`config.mk`:
```
export PLATFORM = sky130hd
export DESIGN_NAME = dspic_ctrl
export DESIGN_NICKNAME = d
export VERILOG_FILES = /design/src/verilog/dspic_ctrl.v /design/src/verilog/dspic_stack.v
export VERILOG_INCLUDE_DIRS = /design/src /design/src/verilog
export SDC_FILE = /design/constraint.sdc
export NUM_CORES = 1
export LEC_CHECK = 0
export BUFFER_PORTS_ARGS = -buffer_cell sky130_fd_sc_hd__buf_2
export CAP_MARGIN = 10
export CORE_ASPECT_RATIO = 0.5
export CORE_MARGIN = 4
export CORE_UTILIZATION = 63
export DETAILED_ROUTE_END_ITERATION = 12
export GPL_ROUTABILITY_DRIVEN = 0
export HOLD_SLACK_MARGIN = 0.06
export PLACE_DENSITY = 0.82
export SYNTH_ARGS = -nofsm -noshare
export SYNTH_HDL_FRONTEND = slang
export SYNTH_SLANG_ARGS = --single-unit
export TNS_END_PERCENT = 5
```
`constraint.sdc`:
```
create_clock -name pclk -period 7.3 [get_ports pclk]
set_input_delay 0.73 -clock pclk [delete_from_list [all_inputs] [get_ports pclk]]
set_output_delay 0.73 -clock pclk [all_outputs]
set_load 0.05 [all_outputs]
```
`src/verilog/dspic_defines.vh`:
```
// Purpose: Shared constants of the DSP interrupt controller
// Assumes: Included by the controller and its status stack
// Notes: Byte offsets of the APB register map and field positions
`ifndef DSPIC_DEFINES_VH
`define DSPIC_DEFINES_VH

// ****************************************************************
// Bus and register map
// ****************************************************************
`define DSPIC_AW 8
`define DSPIC_OFS_MASK 8'h00
`define DSPIC_OFS_CNTL 8'h04
`define DSPIC_OFS_FCLR 8'h08
`define DSPIC_OFS_GCTL 8'h0c
`define DSPIC_OFS_PEND 8'h10
`define DSPIC_OFS_STAT 8'h14

// ****************************************************************
// Source indices, index 0 is the highest maskable-or-not level
// ****************************************************************
`define DSPIC_NSRC 11
`define DSPIC_SRC_PDN 0
`define DSPIC_SRC_EXTA 1
`define DSPIC_SRC_LVL2 2
`define DSPIC_SRC_LVL1 3
`define DSPIC_SRC_S0TX 4
`define DSPIC_SRC_S0RX 5
`define DSPIC_SRC_EDGE 6
`define DSPIC_SRC_BYTE_DMA_PORT 7
`define DSPIC_SRC_S1TX 8
`define DSPIC_SRC_S1RX 9
`define DSPIC_SRC_TMR 10
`define DSPIC_NONE 4'hf

// ****************************************************************
// Vector addresses
// ****************************************************************
`define DSPIC_VEC_RESET 14'h0000
`define DSPIC_VEC_EXTA 14'h0004
`define DSPIC_VEC_LVL2 14'h0008
`define DSPIC_VEC_LVL1 14'h000c
`define DSPIC_VEC_S0TX 14'h0010
`define DSPIC_VEC_S0RX 14'h0014
`define DSPIC_VEC_EDGE 14'h0018
`define DSPIC_VEC_BYTE_DMA_PORT 14'h001c
`define DSPIC_VEC_S1TX 14'h0020
`define DSPIC_VEC_S1RX 14'h0024
`define DSPIC_VEC_TMR 14'h0028
`define DSPIC_VEC_PDN 14'h002c

// ****************************************************************
// Control fields
// ****************************************************************
`define DSPIC_CNTL_RX_EDGE 0
`define DSPIC_CNTL_TX_EDGE 1
`define DSPIC_CNTL_EXTA_EDGE 2
`define DSPIC_CNTL_NEST 4
`define DSPIC_GCTL_GIE 0
`define DSPIC_GCTL_ALT 1
`define DSPIC_GCTL_POWERUP_CONTEXT_RESET_BIT 2
`define DSPIC_GCTL_FOUT 3
`define DSPIC_FCLR_CLR_LSB 16
`define DSPIC_MASK_RST 11'h000
`define DSPIC_CNTL_RST 5'h00
`define DSPIC_GCTL_RST 4'h1

// ****************************************************************
// Status stack
// ****************************************************************
`define DSPIC_SDEPTH 12
`define DSPIC_SPW 4
`define DSPIC_STW 16
`define DSPIC_SP_EMPTY 4'h0
`define DSPIC_SP_FULL 4'hc
`define DSPIC_SP_ONE 4'h1
`endif

```
`src/verilog/dspic_ctrl.v`:
```
// Purpose: Prioritising interrupt controller of the DSP core
// Assumes: Sequencer acknowledges vectors and signals returns
// Notes: APB slave with zero wait states
//
// Contract
// - Reset or power-up vector 0000, top priority
// - Power-down vector 002C, never masked
// - Pins vector 0004, 0008, 000C by priority
// - Serial0 0010/0014, edge 0018, byte DMA 001C
// - Serial1 or alternates 0020/0024, timer 0028
// - Eleven sources besides reset
// - Serial1 reconfigures into two alternates, flags
// - Internal priority, individual masks except fixed
// - Three inputs selectable edge or level
// - Control register holds nesting, sense bits
// - Nesting preempts, otherwise strictly sequential
// - Pending ANDed with mask, highest chosen
// - Mask write blocks interrupts one cycle
// - Write-only force/clear of pending requests
// - Twelve-deep status stack on entry, exit
// - Global enable gates all, power-down too
// - Global enable set after reset
// - Reset empties stack, masks all but power-down
`include "dspic_defines.vh"
`default_nettype none

module dspic_ctrl (
  input wire pclk,
  input wire presetn,
  input wire psel,
  input wire penable,
  input wire pwrite,
  input wire [`DSPIC_AW-1:0] paddr,
  input wire [31:0] pwdata,
  output reg [31:0] prdata_q,
  output wire pready,
  output wire pslverr,
  input wire ext_request_programmable_a_n,
  input wire level_request_first_n,
  input wire level_request_second_n,
  input wire edge_request_pin_n,
  input wire alt_request_receive_sync_n,
  input wire alt_request_transmit_sync_n,
  input wire flag_in,
  output reg flag_out_q,
  input wire sp0_tx_evt,
  input wire sp0_rx_evt,
  input wire sp1_tx_evt,
  input wire sp1_rx_evt,
  input wire byte_dma_port_evt,
  input wire timer_evt,
  input wire pdn_evt,
  input wire powerup_evt,
  output reg irq_req_q,
  output reg [13:0] irq_vector_q,
  input wire irq_ack,
  input wire irq_return,
  input wire [`DSPIC_STW-1:0] status_in,
  output wire [`DSPIC_STW-1:0] status_out,
  output reg stack_ovf_q
);

  // ****************************************************************
  // Helper functions
  // ****************************************************************
  // Index of the highest-priority set bit, none when empty
  function [3:0] first_set;
    input [`DSPIC_NSRC-1:0] v;
    integer i;
    begin
      first_set = `DSPIC_NONE;
      for (i = `DSPIC_NSRC - 1; i >= 0; i = i - 1)
      begin
        if (v[i])
        begin
          first_set = i[3:0];
        end
      end
    end
  endfunction

  // Vector address of a source index
  function [13:0] vec_of;
    input [3:0] s;
    begin
      case (s)
        `DSPIC_SRC_PDN: vec_of = `DSPIC_VEC_PDN;
        `DSPIC_SRC_EXTA: vec_of = `DSPIC_VEC_EXTA;
        `DSPIC_SRC_LVL2: vec_of = `DSPIC_VEC_LVL2;
        `DSPIC_SRC_LVL1: vec_of = `DSPIC_VEC_LVL1;
        `DSPIC_SRC_S0TX: vec_of = `DSPIC_VEC_S0TX;
        `DSPIC_SRC_S0RX: vec_of = `DSPIC_VEC_S0RX;
        `DSPIC_SRC_EDGE: vec_of = `DSPIC_VEC_EDGE;
        `DSPIC_SRC_BYTE_DMA_PORT: vec_of = `DSPIC_VEC_BYTE_DMA_PORT;
        `DSPIC_SRC_S1TX: vec_of = `DSPIC_VEC_S1TX;
        `DSPIC_SRC_S1RX: vec_of = `DSPIC_VEC_S1RX;
        default: vec_of = `DSPIC_VEC_TMR;
      endcase
    end
  endfunction

  // ****************************************************************
  // State
  // ****************************************************************
  reg [`DSPIC_NSRC-1:0] mask_q; // Bit 0 unused, power-down
  reg [4:0] cntl_q; // Sense and nesting control
  reg [3:0] gctl_q; // Global enable, alt mode, powerup_context_reset_bit, flag
  reg [`DSPIC_NSRC-1:0] latch_q; // Latched requests
  reg [`DSPIC_NSRC-1:0] prev_q; // Previous raw levels
  reg [`DSPIC_NSRC-1:0] insvc_q; // Levels in service
  reg [3:0] src_q; // Source being offered
  reg boot_q; // Reset vector owed
  reg mblk_q; // Mask-write blackout
  reg [`DSPIC_SPW-1:0] sp_q; // Stack pointer
  reg [`DSPIC_NSRC-1:0] raw; // Active-high request levels
  reg [`DSPIC_NSRC-1:0] lvl_mode; // One where level-sensed
  reg [`DSPIC_NSRC-1:0] pend;
  reg [`DSPIC_NSRC-1:0] elig;
  reg [3:0] sel;
  reg [3:0] top_isr;
  reg grant;
  wire wr_en;
  wire rd_en;
  wire hit;
  wire ack_take;
  wire do_push;
  wire do_pop;
  wire [`DSPIC_NSRC-1:0] fc_set;
  wire [`DSPIC_NSRC-1:0] fc_clr;
  wire [`DSPIC_NSRC-1:0] ack_clr;
  wire [`DSPIC_NSRC-1:0] isr_clr;

  // ****************************************************************
  // APB decode
  // ****************************************************************
  assign pready = 1'b1;
  assign wr_en = psel & penable & pwrite;
  assign rd_en = psel & ~penable & ~pwrite;
  assign hit = (paddr == `DSPIC_OFS_MASK) | (paddr == `DSPIC_OFS_CNTL) |
               (paddr == `DSPIC_OFS_FCLR) | (paddr == `DSPIC_OFS_GCTL) |
               (paddr == `DSPIC_OFS_PEND) | (paddr == `DSPIC_OFS_STAT);
  // Unmapped addresses answer with an error
  assign pslverr = psel & penable & ~hit;

  assign fc_set = (wr_en && paddr == `DSPIC_OFS_FCLR) ?
                  pwdata[`DSPIC_NSRC-1:0] : {`DSPIC_NSRC{1'b0}};
  assign fc_clr = (wr_en && paddr == `DSPIC_OFS_FCLR) ?
    pwdata[`DSPIC_FCLR_CLR_LSB+`DSPIC_NSRC-1:`DSPIC_FCLR_CLR_LSB] :
    {`DSPIC_NSRC{1'b0}};

  // ****************************************************************
  // Request collection
  // ****************************************************************
  // Pins are active low; alternates replace serial1 when enabled
  always @*
  begin
    raw = {`DSPIC_NSRC{1'b0}};
    lvl_mode = {`DSPIC_NSRC{1'b0}};
    raw[`DSPIC_SRC_PDN] = pdn_evt;
    raw[`DSPIC_SRC_EXTA] = ~ext_request_programmable_a_n;
    raw[`DSPIC_SRC_LVL2] = ~level_request_second_n;
    raw[`DSPIC_SRC_LVL1] = ~level_request_first_n;
    raw[`DSPIC_SRC_S0TX] = sp0_tx_evt;
    raw[`DSPIC_SRC_S0RX] = sp0_rx_evt;
    raw[`DSPIC_SRC_EDGE] = ~edge_request_pin_n;
    raw[`DSPIC_SRC_BYTE_DMA_PORT] = byte_dma_port_evt;
    raw[`DSPIC_SRC_TMR] = timer_evt;
    if (gctl_q[`DSPIC_GCTL_ALT])
    begin
      raw[`DSPIC_SRC_S1TX] = ~alt_request_transmit_sync_n;
      raw[`DSPIC_SRC_S1RX] = ~alt_request_receive_sync_n;
      lvl_mode[`DSPIC_SRC_S1TX] = ~cntl_q[`DSPIC_CNTL_TX_EDGE];
      lvl_mode[`DSPIC_SRC_S1RX] = ~cntl_q[`DSPIC_CNTL_RX_EDGE];
    end
    else
    begin
      raw[`DSPIC_SRC_S1TX] = sp1_tx_evt;
      raw[`DSPIC_SRC_S1RX] = sp1_rx_evt;
    end
    lvl_mode[`DSPIC_SRC_EXTA] = ~cntl_q[`DSPIC_CNTL_EXTA_EDGE];
    lvl_mode[`DSPIC_SRC_LVL2] = 1'b1;
    lvl_mode[`DSPIC_SRC_LVL1] = 1'b1;
  end

  // ****************************************************************
  // Selection
  // ****************************************************************
  always @*
  begin
    pend = latch_q | (raw & lvl_mode);
    elig = pend & {mask_q[`DSPIC_NSRC-1:1], 1'b1};
    sel = first_set(elig);
    top_isr = first_set(insvc_q);
    grant = 1'b0;
    if (sel != `DSPIC_NONE)
    begin
      if (cntl_q[`DSPIC_CNTL_NEST])
      begin
        grant = (sel < top_isr);
      end
      else
      begin
        grant = (insvc_q == {`DSPIC_NSRC{1'b0}});
      end
    end
    grant = grant & gctl_q[`DSPIC_GCTL_GIE] & ~mblk_q;
  end

  assign ack_take = irq_req_q & irq_ack;
  // push on entry, not for reset vector
  assign do_push = ack_take & ~boot_q & (sp_q != `DSPIC_SP_FULL);
  assign do_pop = irq_return & (sp_q != `DSPIC_SP_EMPTY);
  assign ack_clr = (ack_take & ~boot_q) ?
    ({{(`DSPIC_NSRC-1){1'b0}}, 1'b1} << src_q) : {`DSPIC_NSRC{1'b0}};
  assign isr_clr = (irq_return && top_isr != `DSPIC_NONE) ?
    ({{(`DSPIC_NSRC-1){1'b0}}, 1'b1} << top_isr) : {`DSPIC_NSRC{1'b0}};

  // ****************************************************************
  // Pending latches and edge detect
  // ****************************************************************
  // Set beats clear so no event is lost in the clearing cycle
  always @(posedge pclk or negedge presetn)
  begin
    if (!presetn)
    begin
      latch_q <= {`DSPIC_NSRC{1'b0}};
      prev_q <= {`DSPIC_NSRC{1'b0}};
    end
    else
    begin
      prev_q <= raw;
      latch_q <= (latch_q & ~ack_clr & ~fc_clr) |
                 (raw & ~prev_q & ~lvl_mode) | fc_set;
    end
  end

  // ****************************************************************
  // Offer to the sequencer
  // ****************************************************************
  // Offer is withdrawn after ack so a stale latch is not re-offered
  always @(posedge pclk or negedge presetn)
  begin
    if (!presetn)
    begin
      boot_q <= 1'b1;
      irq_req_q <= 1'b0;
      irq_vector_q <= `DSPIC_VEC_RESET;
      src_q <= `DSPIC_NONE;
      insvc_q <= {`DSPIC_NSRC{1'b0}};
    end
    else
    begin
      insvc_q <= (insvc_q & ~isr_clr) | ack_clr;
      if (ack_take)
      begin
        irq_req_q <= 1'b0;
        boot_q <= 1'b0;
      end
      else if (boot_q || (powerup_evt && gctl_q[`DSPIC_GCTL_POWERUP_CONTEXT_RESET_BIT]))
      begin
        boot_q <= 1'b1;
        irq_req_q <= 1'b1;
        irq_vector_q <= `DSPIC_VEC_RESET;
        src_q <= `DSPIC_NONE;
      end
      else
      begin
        irq_req_q <= grant;
        irq_vector_q <= vec_of(sel);
        src_q <= sel;
      end
    end
  end

  // ****************************************************************
  // Status stack
  // ****************************************************************
  always @(posedge pclk or negedge presetn)
  begin
    if (!presetn)
    begin
      sp_q <= `DSPIC_SP_EMPTY;
      stack_ovf_q <= 1'b0;
    end
    else
    begin
      if (do_push)
      begin
        sp_q <= sp_q + `DSPIC_SP_ONE;
      end
      else if (do_pop)
      begin
        sp_q <= sp_q - `DSPIC_SP_ONE;
      end
      // Entry with a full stack loses status; flag it
      if (ack_take && !boot_q && sp_q == `DSPIC_SP_FULL)
      begin
        stack_ovf_q <= 1'b1;
      end
    end
  end

  dspic_stack u_stack (
    .pclk(pclk),
    .presetn(presetn),
    .we(do_push),
    .waddr(sp_q),
    .wdata(status_in),
    .re(do_pop),
    .raddr(sp_q - `DSPIC_SP_ONE),
    .rdata_q(status_out)
  );

  // ****************************************************************
  // Registers written by software
  // ****************************************************************
  always @(posedge pclk or negedge presetn)
  begin
    if (!presetn)
    begin
      mask_q <= `DSPIC_MASK_RST;
      cntl_q <= `DSPIC_CNTL_RST;
      gctl_q <= `DSPIC_GCTL_RST;
      mblk_q <= 1'b0;
      flag_out_q <= 1'b0;
    end
    else
    begin
      mblk_q <= wr_en && paddr == `DSPIC_OFS_MASK;
      flag_out_q <= gctl_q[`DSPIC_GCTL_FOUT];
      if (wr_en && paddr == `DSPIC_OFS_MASK)
      begin
        mask_q <= {pwdata[`DSPIC_NSRC-1:1], 1'b0};
      end
      else if (wr_en && paddr == `DSPIC_OFS_CNTL)
      begin
        cntl_q <= pwdata[4:0];
      end
      else if (wr_en && paddr == `DSPIC_OFS_GCTL)
      begin
        gctl_q <= pwdata[3:0];
      end
    end
  end

  // ****************************************************************
  // Read data, captured in the setup phase
  // ****************************************************************
  always @(posedge pclk or negedge presetn)
  begin
    if (!presetn)
    begin
      prdata_q <= 32'h0000_0000;
    end
    else if (rd_en)
    begin
      if (paddr == `DSPIC_OFS_MASK)
      begin
        prdata_q <= {21'h000000, mask_q};
      end
      else if (paddr == `DSPIC_OFS_CNTL)
      begin
        prdata_q <= {27'h0000000, cntl_q};
      end
      else if (paddr == `DSPIC_OFS_GCTL)
      begin
        prdata_q <= {28'h0000000, gctl_q};
      end
      else if (paddr == `DSPIC_OFS_PEND)
      begin
        prdata_q <= {21'h000000, pend};
      end
      else if (paddr == `DSPIC_OFS_STAT)
      begin
        prdata_q <= {5'h00, insvc_q, 9'h000, flag_in, stack_ovf_q,
                     boot_q, sp_q};
      end
      // Force/clear is write-only and reads zero
      else
      begin
        prdata_q <= 32'h0000_0000;
      end
    end
  end

endmodule
`default_nettype wire

```
`src/verilog/dspic_stack.v`:
```
// Purpose: Twelve-word status stack memory with registered read
// Assumes: Pointer kept by the controller
// Notes: Write and read may happen in the same cycle
`include "dspic_defines.vh"
`default_nettype none

module dspic_stack (
  input wire pclk,
  input wire presetn,
  input wire we,
  input wire [`DSPIC_SPW-1:0] waddr,
  input wire [`DSPIC_STW-1:0] wdata,
  input wire re,
  input wire [`DSPIC_SPW-1:0] raddr,
  output reg [`DSPIC_STW-1:0] rdata_q
);

  // Storage, no reset needed for array contents
  reg [`DSPIC_STW-1:0] mem [0:`DSPIC_SDEPTH-1];

  // ****************************************************************
  // Write port
  // ****************************************************************
  always @(posedge pclk)
  begin
    if (we)
    begin
      mem[waddr] <= wdata;
    end
  end

  // ****************************************************************
  // Registered read port
  // ****************************************************************
  always @(posedge pclk or negedge presetn)
  begin
    if (!presetn)
    begin
      rdata_q <= {`DSPIC_STW{1'b0}};
    end
    else if (re)
    begin
      rdata_q <= mem[raddr];
    end
  end

endmodule
`default_nettype wire
```
==> results of run 1 <==
==> placed cells by master, fill, tap and decap left out, types with 9 or more instances in the layout <==
cell type	instances
nor2_1	40
buf_2	112
a21oi_1	22
edfxtp_1	192
nand2_1	91
buf_4	14
mux4_2	48
clkbuf_16	25
a22o_1	18
mux2i_1	24
inv_1	23
mux2_4	9
o21ai_0	59
mux2_2	10
dfrtp_1	98
conb_1	21
==> kinds of logic after synthesis <==
group | after synthesis | synth area share
flip-flops | 297 | 0.6718
AND/OR/NAND/NOR | 190 | 0.07334
AO/OA/AOI/OAI | 155 | 0.08355
multiplexers | 91 | 0.1255
buffers and inverters | 81 | 0.03312
adder cells (fa/ha/maj) | 8 | 0.008005
XOR/XNOR | 5 | 0.004103
other | 2 | 0.0006006
==> metal layers <==
| metal | GRT usage | wire [microns] | share of wire |
|---|---|---|---|
| met5 | 0 | 0 | 0 |
| met4 | 0.08015 | 880 | 0.032 |
| met3 | 0.04250 | 2029 | 0.075 |
| met2 | 0.4036 | 12960 | 0.48 |
| met1 | 0.3509 | 11290 | 0.42 |
==> per-stage QoR <==
stage	std cells	util	total power, mW	cell area [sq um]
after floorplan	848	-	3.319	12580
after global placement	1182	0.6848	3.686	13330
after detailed placement	1182	0.6848	3.734	13330
after CTS	1227	0.7247	5.004	14100
after global routing	1228	0.7248	5.235	14100
final	1228	0.7248	4.978	14100
==> cell usage after synthesis, drive strengths merged (18+ instances only) <==
master / instances
clkbuf: 21
edfxtp: 192
nor2: 41
mux2: 19
mux4: 48
a21oi: 22
buf: 37
dfrtp: 99
a22o: 18
o21ai: 59
mux2i: 24
inv: 23
nand2: 92
==> flip-flops by register name, indices dropped and copies added (netlist names) <==
register         cells
u_stack.rdata_q     16
latch_q             11
flag_out_q           1
first_set.v         11
src_q                4
prev_q               9
stack_ovf_q          1
mblk_q               1
cntl_q               5
boot_q               1
prdata_q            22
sp_q                 4
irq_vector_q         4
mask_q              10
irq_req_q            1
u_stack.mem        192
gctl_q               4
==> final cells by class <==
| class | instances | share of cell area |
|---|---|---|
| clock buffer | 37 | 0.05110 |
| antenna | 1 | 0.0001774 |
| tap | 266 | 0.02360 |
| sequential | 297 | 0.5959 |
| inverter | 23 | 0.006121 |
| timing repair buffer | 126 | 0.04720 |
| multi-input combinational | 470 | 0.2720 |
| clock inverter | 8 | 0.003903 |
==> worst register-to-register path: stages (launching register included) <==
cell      delay (ns)
dfrtp_4         1.12
inv_1           0.25
ha_2            0.29
a311oi_2        0.50
nand2_1         0.23
nor2_1          0.95
buf_4           0.36
==> power by group <==
| part | internal, mW | switching, mW | total (mW) | leakage [nW] |
|---|---|---|---|---|
| sequential | 1.92 | 0.214 | 2.13 | 3.03 |
| combinational | 0.648 | 0.930 | 1.58 | 2.10 |
| clock | 0.688 | 0.579 | 1.27 | 0.381 |
==> how the worst min path moves through the flow <==
stage	startpoint	to	cells past startpoint
2_1_floorplan	gctl_q[3]	flag_out_q	0
3_3_place_gp	gctl_q[3]	flag_out_q	0
3_5_place_dp	gctl_q[3]	flag_out_q	0
4_1_cts	presetn	prev_q[10]	1
5_1_grt	presetn	prev_q[10]	1
6_report	presetn	prev_q[10]	1
==> metrics.md, run 1 <==
| Metric | Value |
|---|---|
| Synthesized instance count | `829` |
| Antenna violations before repair | `1` |
| H-tree depth | `1` |
| Largest net degree at the start of global routing | `69` |
| Startpoint Class | `flop` |
| Kind of critical path | `flop to flop` |
| Critical path's slowest cell | `dfrtp_4` |
| Maximum VDD drop | `0.0001786 V` |
| Share of cells above drive strength 1 | `0.2685` |
| Syn-to-layout area delta | `12.79%` |
| Final Net Count | `1,029` |
| RR Endpoint | `u_stack.mem[6][15]` |
| Cell Area, Synth | `12,500 sq um` |
| Area leader, netlist | `edfxtp_1` |
| RSZ-0062 raised after global routing | `no` |
| Final clock skew | `0.009278 ns` |
| First-pass GRT wire length | `43.15 mm` |
| Register area share after synthesis | `0.6718` |
| Clock Latency Late Sink | `0.53 ns` |
| Multi-input logic area | `3836 sq um` |
| Routed length per instance | `22.11 microns` |
| Relative slew slack | `0.1868` |
| Req. time, crit path | `7.53 ns` |
| YS warnings | `0` |
| Most used DFF post-synth | `edfxtp_1` |
| Setup_tns | `0 ns` |
| CP endpoint | `u_stack.mem[6][15]` |
| Area share of the largest cell type after synthesis | `0.4611` |
| Crit Path Max Fanout | `55` |
| Flops & latches, synth | `297` |
| Worst Reg-to-Reg Cells | `6` |
| R2R Setup Slk | `3.29 ns` |
| Ys async rst share | `0.3535` |
| Rows | `36` |
| # port buffers | `113` |
| Die height | `107.6 microns` |
| Tmin final | `4.011 ns` |
| Worst Setup SP | `sp_q[0]` |
| Initial Utilization | `0.6426` |
| Post-CTS Setup Bufs | `0` |
| Congestion Overflow GR | `0` |
| Critical path depth in cells | `6` |
| # DRC | `0` |
| Clock root buffer master | `clkbuf_16` |
| Synthesized area per cell | `15.08 sq um` |
| # fillers | `1,199` |
| Cell family with most CP delay | `simple AND/OR/NAND/NOR gates` |
| Worst-Margin Slew | `1.215 ns` |
| CTS Buf Count | `25` |
| Die area | `22,300 sq um` |
| Number of routed nets with antenna violations | `0` |
| Leak pwr | `5.516 nW` |
| Clock Tree Buf Depth | `3` |
| Drt total wl | `27.16 mm` |
| Synth area leaders | `edfxtp_1, dfrtp_1, mux4_2` |
| Final Slew Violations | `0` |
| Post-CTS Resized | `0` |
| Clock Sinks | `297` |
| Worst flop-to-flop path startpoint | `sp_q[0]` |
| Routed vias/inst | `6.170` |
| GRT Total Usage | `0.2478` |
| Fmax | `249.3 MHz` |
| Hold Crit Class | `primary input to async pin` |
| Total number of vias | `7,577` |
| Clk pin slew, worst setup/hold paths | `0.07 ns` |
| DP Worst Slack | `3.245 ns` |
| Status | `finished clean` |
| Final Hold Vio Count | `0` |
| Hold WS | `0.1431 ns` |
| Pre-antenna DRT Iters | `5` |
| Critical Path AT | `4.24 ns` |
| Core Footprint | `19,460 sq um` |
| # Max-Cap Violations | `0` |
| Final worst setup slack | `3.289 ns` |
| Biggest cell delay along the critical path | `1.12 ns` |
| Iteration-0 DRC Markers | `741` |
| I/O pin total | `145` |
| EDFF count, synth | `192` |
| Vias in the first global route | `7,645` |
| Die width | `207.2 microns` |
| Period utilization | `0.5494` |
| Worst Path Buf+Inv | `2` |
| Hold_buf cts | `0` |
| Crit path cell chain | `inv_1, ha_2, a311oi_2, nand2_1, nor2_1, buf_4` |
| CTS tree | `done` |
| CP Capture Type | `flop` |
| Post-DP HPWL | `17.05 mm` |
| Final Setup Violations | `0` |
| Reg area | `8404 sq um` |
| PD cells | `352.9 nW/um^2` |
| Synth cell types | `68` |
No activity file was read; power rests on OpenSTA's default activity.
==> inputs of run 2 (changes only) <==
--- a/config.mk
+++ b/config.mk
@@ -10,11 +10,11 @@
 export CAP_MARGIN = 10
 export CORE_ASPECT_RATIO = 0.5
 export CORE_MARGIN = 4
-export CORE_UTILIZATION = 63
+export CORE_UTILIZATION = 58
 export DETAILED_ROUTE_END_ITERATION = 12
 export GPL_ROUTABILITY_DRIVEN = 0
 export HOLD_SLACK_MARGIN = 0.06
-export PLACE_DENSITY = 0.82
+export PLACE_DENSITY = 0.76
 export SYNTH_ARGS = -nofsm -noshare
 export SYNTH_HDL_FRONTEND = slang
 export SYNTH_SLANG_ARGS = --single-unit
==> constraint.sdc (replaced) <==
create_clock -name pclk -period 4 [get_ports pclk]
set_input_delay 0.4 -clock pclk [delete_from_list [all_inputs] [get_ports pclk]]
set_output_delay 0.4 -clock pclk [all_outputs]
set_load 0.05 [all_outputs]
==> metrics.md, run 2 (synthesis results as in run 1) <==
| Metric | Value |
|---|---|
| Status | `finished clean` |
| Worst Path Buf+Inv | `2 (unchanged)` |
| Kind of critical path | `flop to flop` |
| Fmax | `326.1 MHz (+31%)` |
| Antenna Cells | `0 (-1)` |
| First-pass GRT wire length | `44.91 mm (+4.1%)` |
| Hold_buf cts | `8 (+8)` |
| Drt total wl | `28.38 mm (+4.5%)` |
| Critical Path AT | `3.30 ns (-0.94 ns)` |
| Design area | `14,310 sq um (+1.5%)` |
| Largest register by flop count | `u_stack.mem` |
| Core Footprint | `20,880 sq um (+7.3%)` |
| Clock Latency Late Sink | `0.55 ns (+0.02 ns)` |
| Clock Sinks | `297 (unchanged)` |
| Relative slew slack | `0.4329 (+0.2462)` |
| Post-CTS Resized | `0 (unchanged)` |
| Commonest non-fill, non-tap cell in the layout | `edfxtp_1` |
| Final Setup Violations | `0 (unchanged)` |
| Leak pwr | `5.615 nW (+1.8%)` |
| Pre-antenna DRT Iters | `6 (+1)` |
| Clock Tree Buf Depth | `3 (unchanged)` |
| Die width | `215.7 microns (+4.1%)` |
| # Max-Cap Violations | `0 (unchanged)` |
| CTS tree | `done` |
| Placed Instance Area | `13,410 sq um (+0.65%)` |
| Dpl cells | `1,220 (+3.2%)` |
| Clock root buffer master | `clkbuf_16` |
| CP Capture Type | `flop` |
| Setup_tns | `0 ns (unchanged)` |
| Post-CTS Setup Bufs | `0 (unchanged)` |
| Period utilization | `0.7668 (+0.2173)` |
| # port buffers | `113 (unchanged)` |
| # fillers | `1,438 (+20%)` |
| Tmin final | `3.067 ns (-0.9437 ns)` |
| Crit Path Max Fanout | `20 (-64%)` |
| Crit path cell chain | `inv_1, ha_2, a311oi_2, nand2_1, nor2_1, buf_4` |
| Vias in the first global route | `7,764 (+1.6%)` |
| Final Hold Vio Count | `0 (unchanged)` |
| Iteration-0 DRC Markers | `811 (+9.4%)` |
| Die height | `111.8 microns (+3.9%)` |
| Final clock skew | `0.01108 ns (+0.001799 ns)` |
| Largest register FFs | `192 (unchanged)` |
| RSZ-0062 raised after global routing | `no` |
| Number of routed nets with antenna violations | `0 (unchanged)` |
| Final Net Count | `1,049 (+1.9%)` |
| Die area | `24,120 sq um (+8.1%)` |
| Largest registers | `u_stack.mem x192, prdata_q x22, u_stack.rdata_q x16` |
| Final Slew Violations | `0 (unchanged)` |
| Post-DP HPWL | `17.82 mm (+4.5%)` |
| CTS Buf Count | `25 (unchanged)` |
| Finished Layout Cells | `1,274 (+3.7%)` |
| Startpoint Class | `flop` |
| I/O pin total | `145 (unchanged)` |
| Cell family with most CP delay | `simple AND/OR/NAND/NOR gates` |
| Largest net degree at the start of global routing | `58 (-16%)` |
| Maximum VDD drop | `0.0003489 V (+95%)` |
| Biggest cell delay along the critical path | `0.68 ns (-0.44 ns)` |
| Hold Crit Class | `primary input to flop` |
| Critical path's slowest cell | `dfrtp_4` |
| GRT Total Usage | `0.2391 (-0.008771)` |
| Routed length per instance | `22.28 microns (+0.74%)` |
| PD cells | `650.0 nW/um^2 (+84%)` |
| Congestion Overflow GR | `0 (unchanged)` |
| Clk pin slew, worst setup/hold paths | `0.07 ns (about the same)` |
| Share of cells above drive strength 1 | `0.2719 (+0.003424)` |
| Most frequent cells in the layout | `edfxtp_1, buf_2, dfrtp_1, nand2_1, o21ai_0` |
| Req. time, crit path | `4.23 ns (-3.30 ns)` |
| Antenna violations before repair | `0 (-1)` |
| Worst-Margin Slew | `0.8506 ns (-0.3648 ns)` |
| Routed vias/inst | `6.042 (-2.1%)` |
| # DRC | `0 (unchanged)` |
| H-tree depth | `1 (unchanged)` |
| Total number of vias | `7,698 (+1.6%)` |
| Initial Utilization | `0.5989 (-0.04371)` |
| Rows | `37 (+2.8%)` |
| Syn-to-layout area delta | `14.43%` |
-- run 2: cell count changes in the layout (fill, tap and decap cells not counted), moves of 2 or more --
cell,previous run,this run
buf_4,14,26
clkbuf_8,5,1
bufinv_16,0,3
nor3_2,0,4
dlygate4sd3_1,0,8
nor3_4,5,1
clkinv_2,4,2
clkbuf_1,7,12
-- run 2: final timing paths --
path | start | slack [ns] | cells past startpoint | end
min in group asynchronous | presetn | 0.49 | 2 | u_stack.rdata_q[11]
worst min register to register | gctl_q[3] | 0.44 | 0 | flag_out_q
worst max register to register | sp_q[0] | 0.93 | 6 | u_stack.mem[10][15]
worst min-delay path | alt_request_receive_sync_n | 0.08 | 2 | prev_q[9]
worst max-delay path | sp_q[0] | 0.93 | 6 | u_stack.mem[10][15]
max in group asynchronous | presetn | 2.63 | 3 | prdata_q[1]
-- run 2: cell type report --
type                       instances  area, sq um  share of cell area
tap                              292        365.4             0.02553
sequential                       297         8404              0.5874
multi-input combinational        470         3800              0.2656
inverter                          23        86.33            0.006034
clock inverter                     8        132.6            0.009269
timing repair buffer             146        835.8             0.05841
clock buffer                      38        684.4             0.04783
-- run 2: report_power, final --
part,switching (mW),internal [mW]
Sequential,0.286,3.50
Combinational,1.80,1.22
Clock,1.09,1.39
Total,3.18,6.12
-- run 2: through the flow --
step           setup slack [ns]  hold WS [ns]  total power [mW]    util
6_report                 0.9330       0.08491             9.300  0.6853
5_1_grt                  0.6658       0.08156             9.782  0.6853
4_1_cts                  0.8984       0.06106             9.370  0.6853
3_5_place_dp             0.9087        0.4240             6.867  0.6424
3_3_place_gp             0.9134        0.4178             6.796  0.6424
2_1_floorplan            0.7293        0.1044             6.057       -
-- run 2: per-layer routing --
| layer | up-vias | track usage | wire, microns |
|---|---|---|---|
| met5 | - | 0 | 0 |
| met4 | 0 | 0.05746 | 615 |
| met3 | 54 | 0.04281 | 2036 |
| met2 | 329 | 0.3974 | 13840 |
| met1 | 3914 | 0.3355 | 11890 |
| li1 | 3401 | - | - |
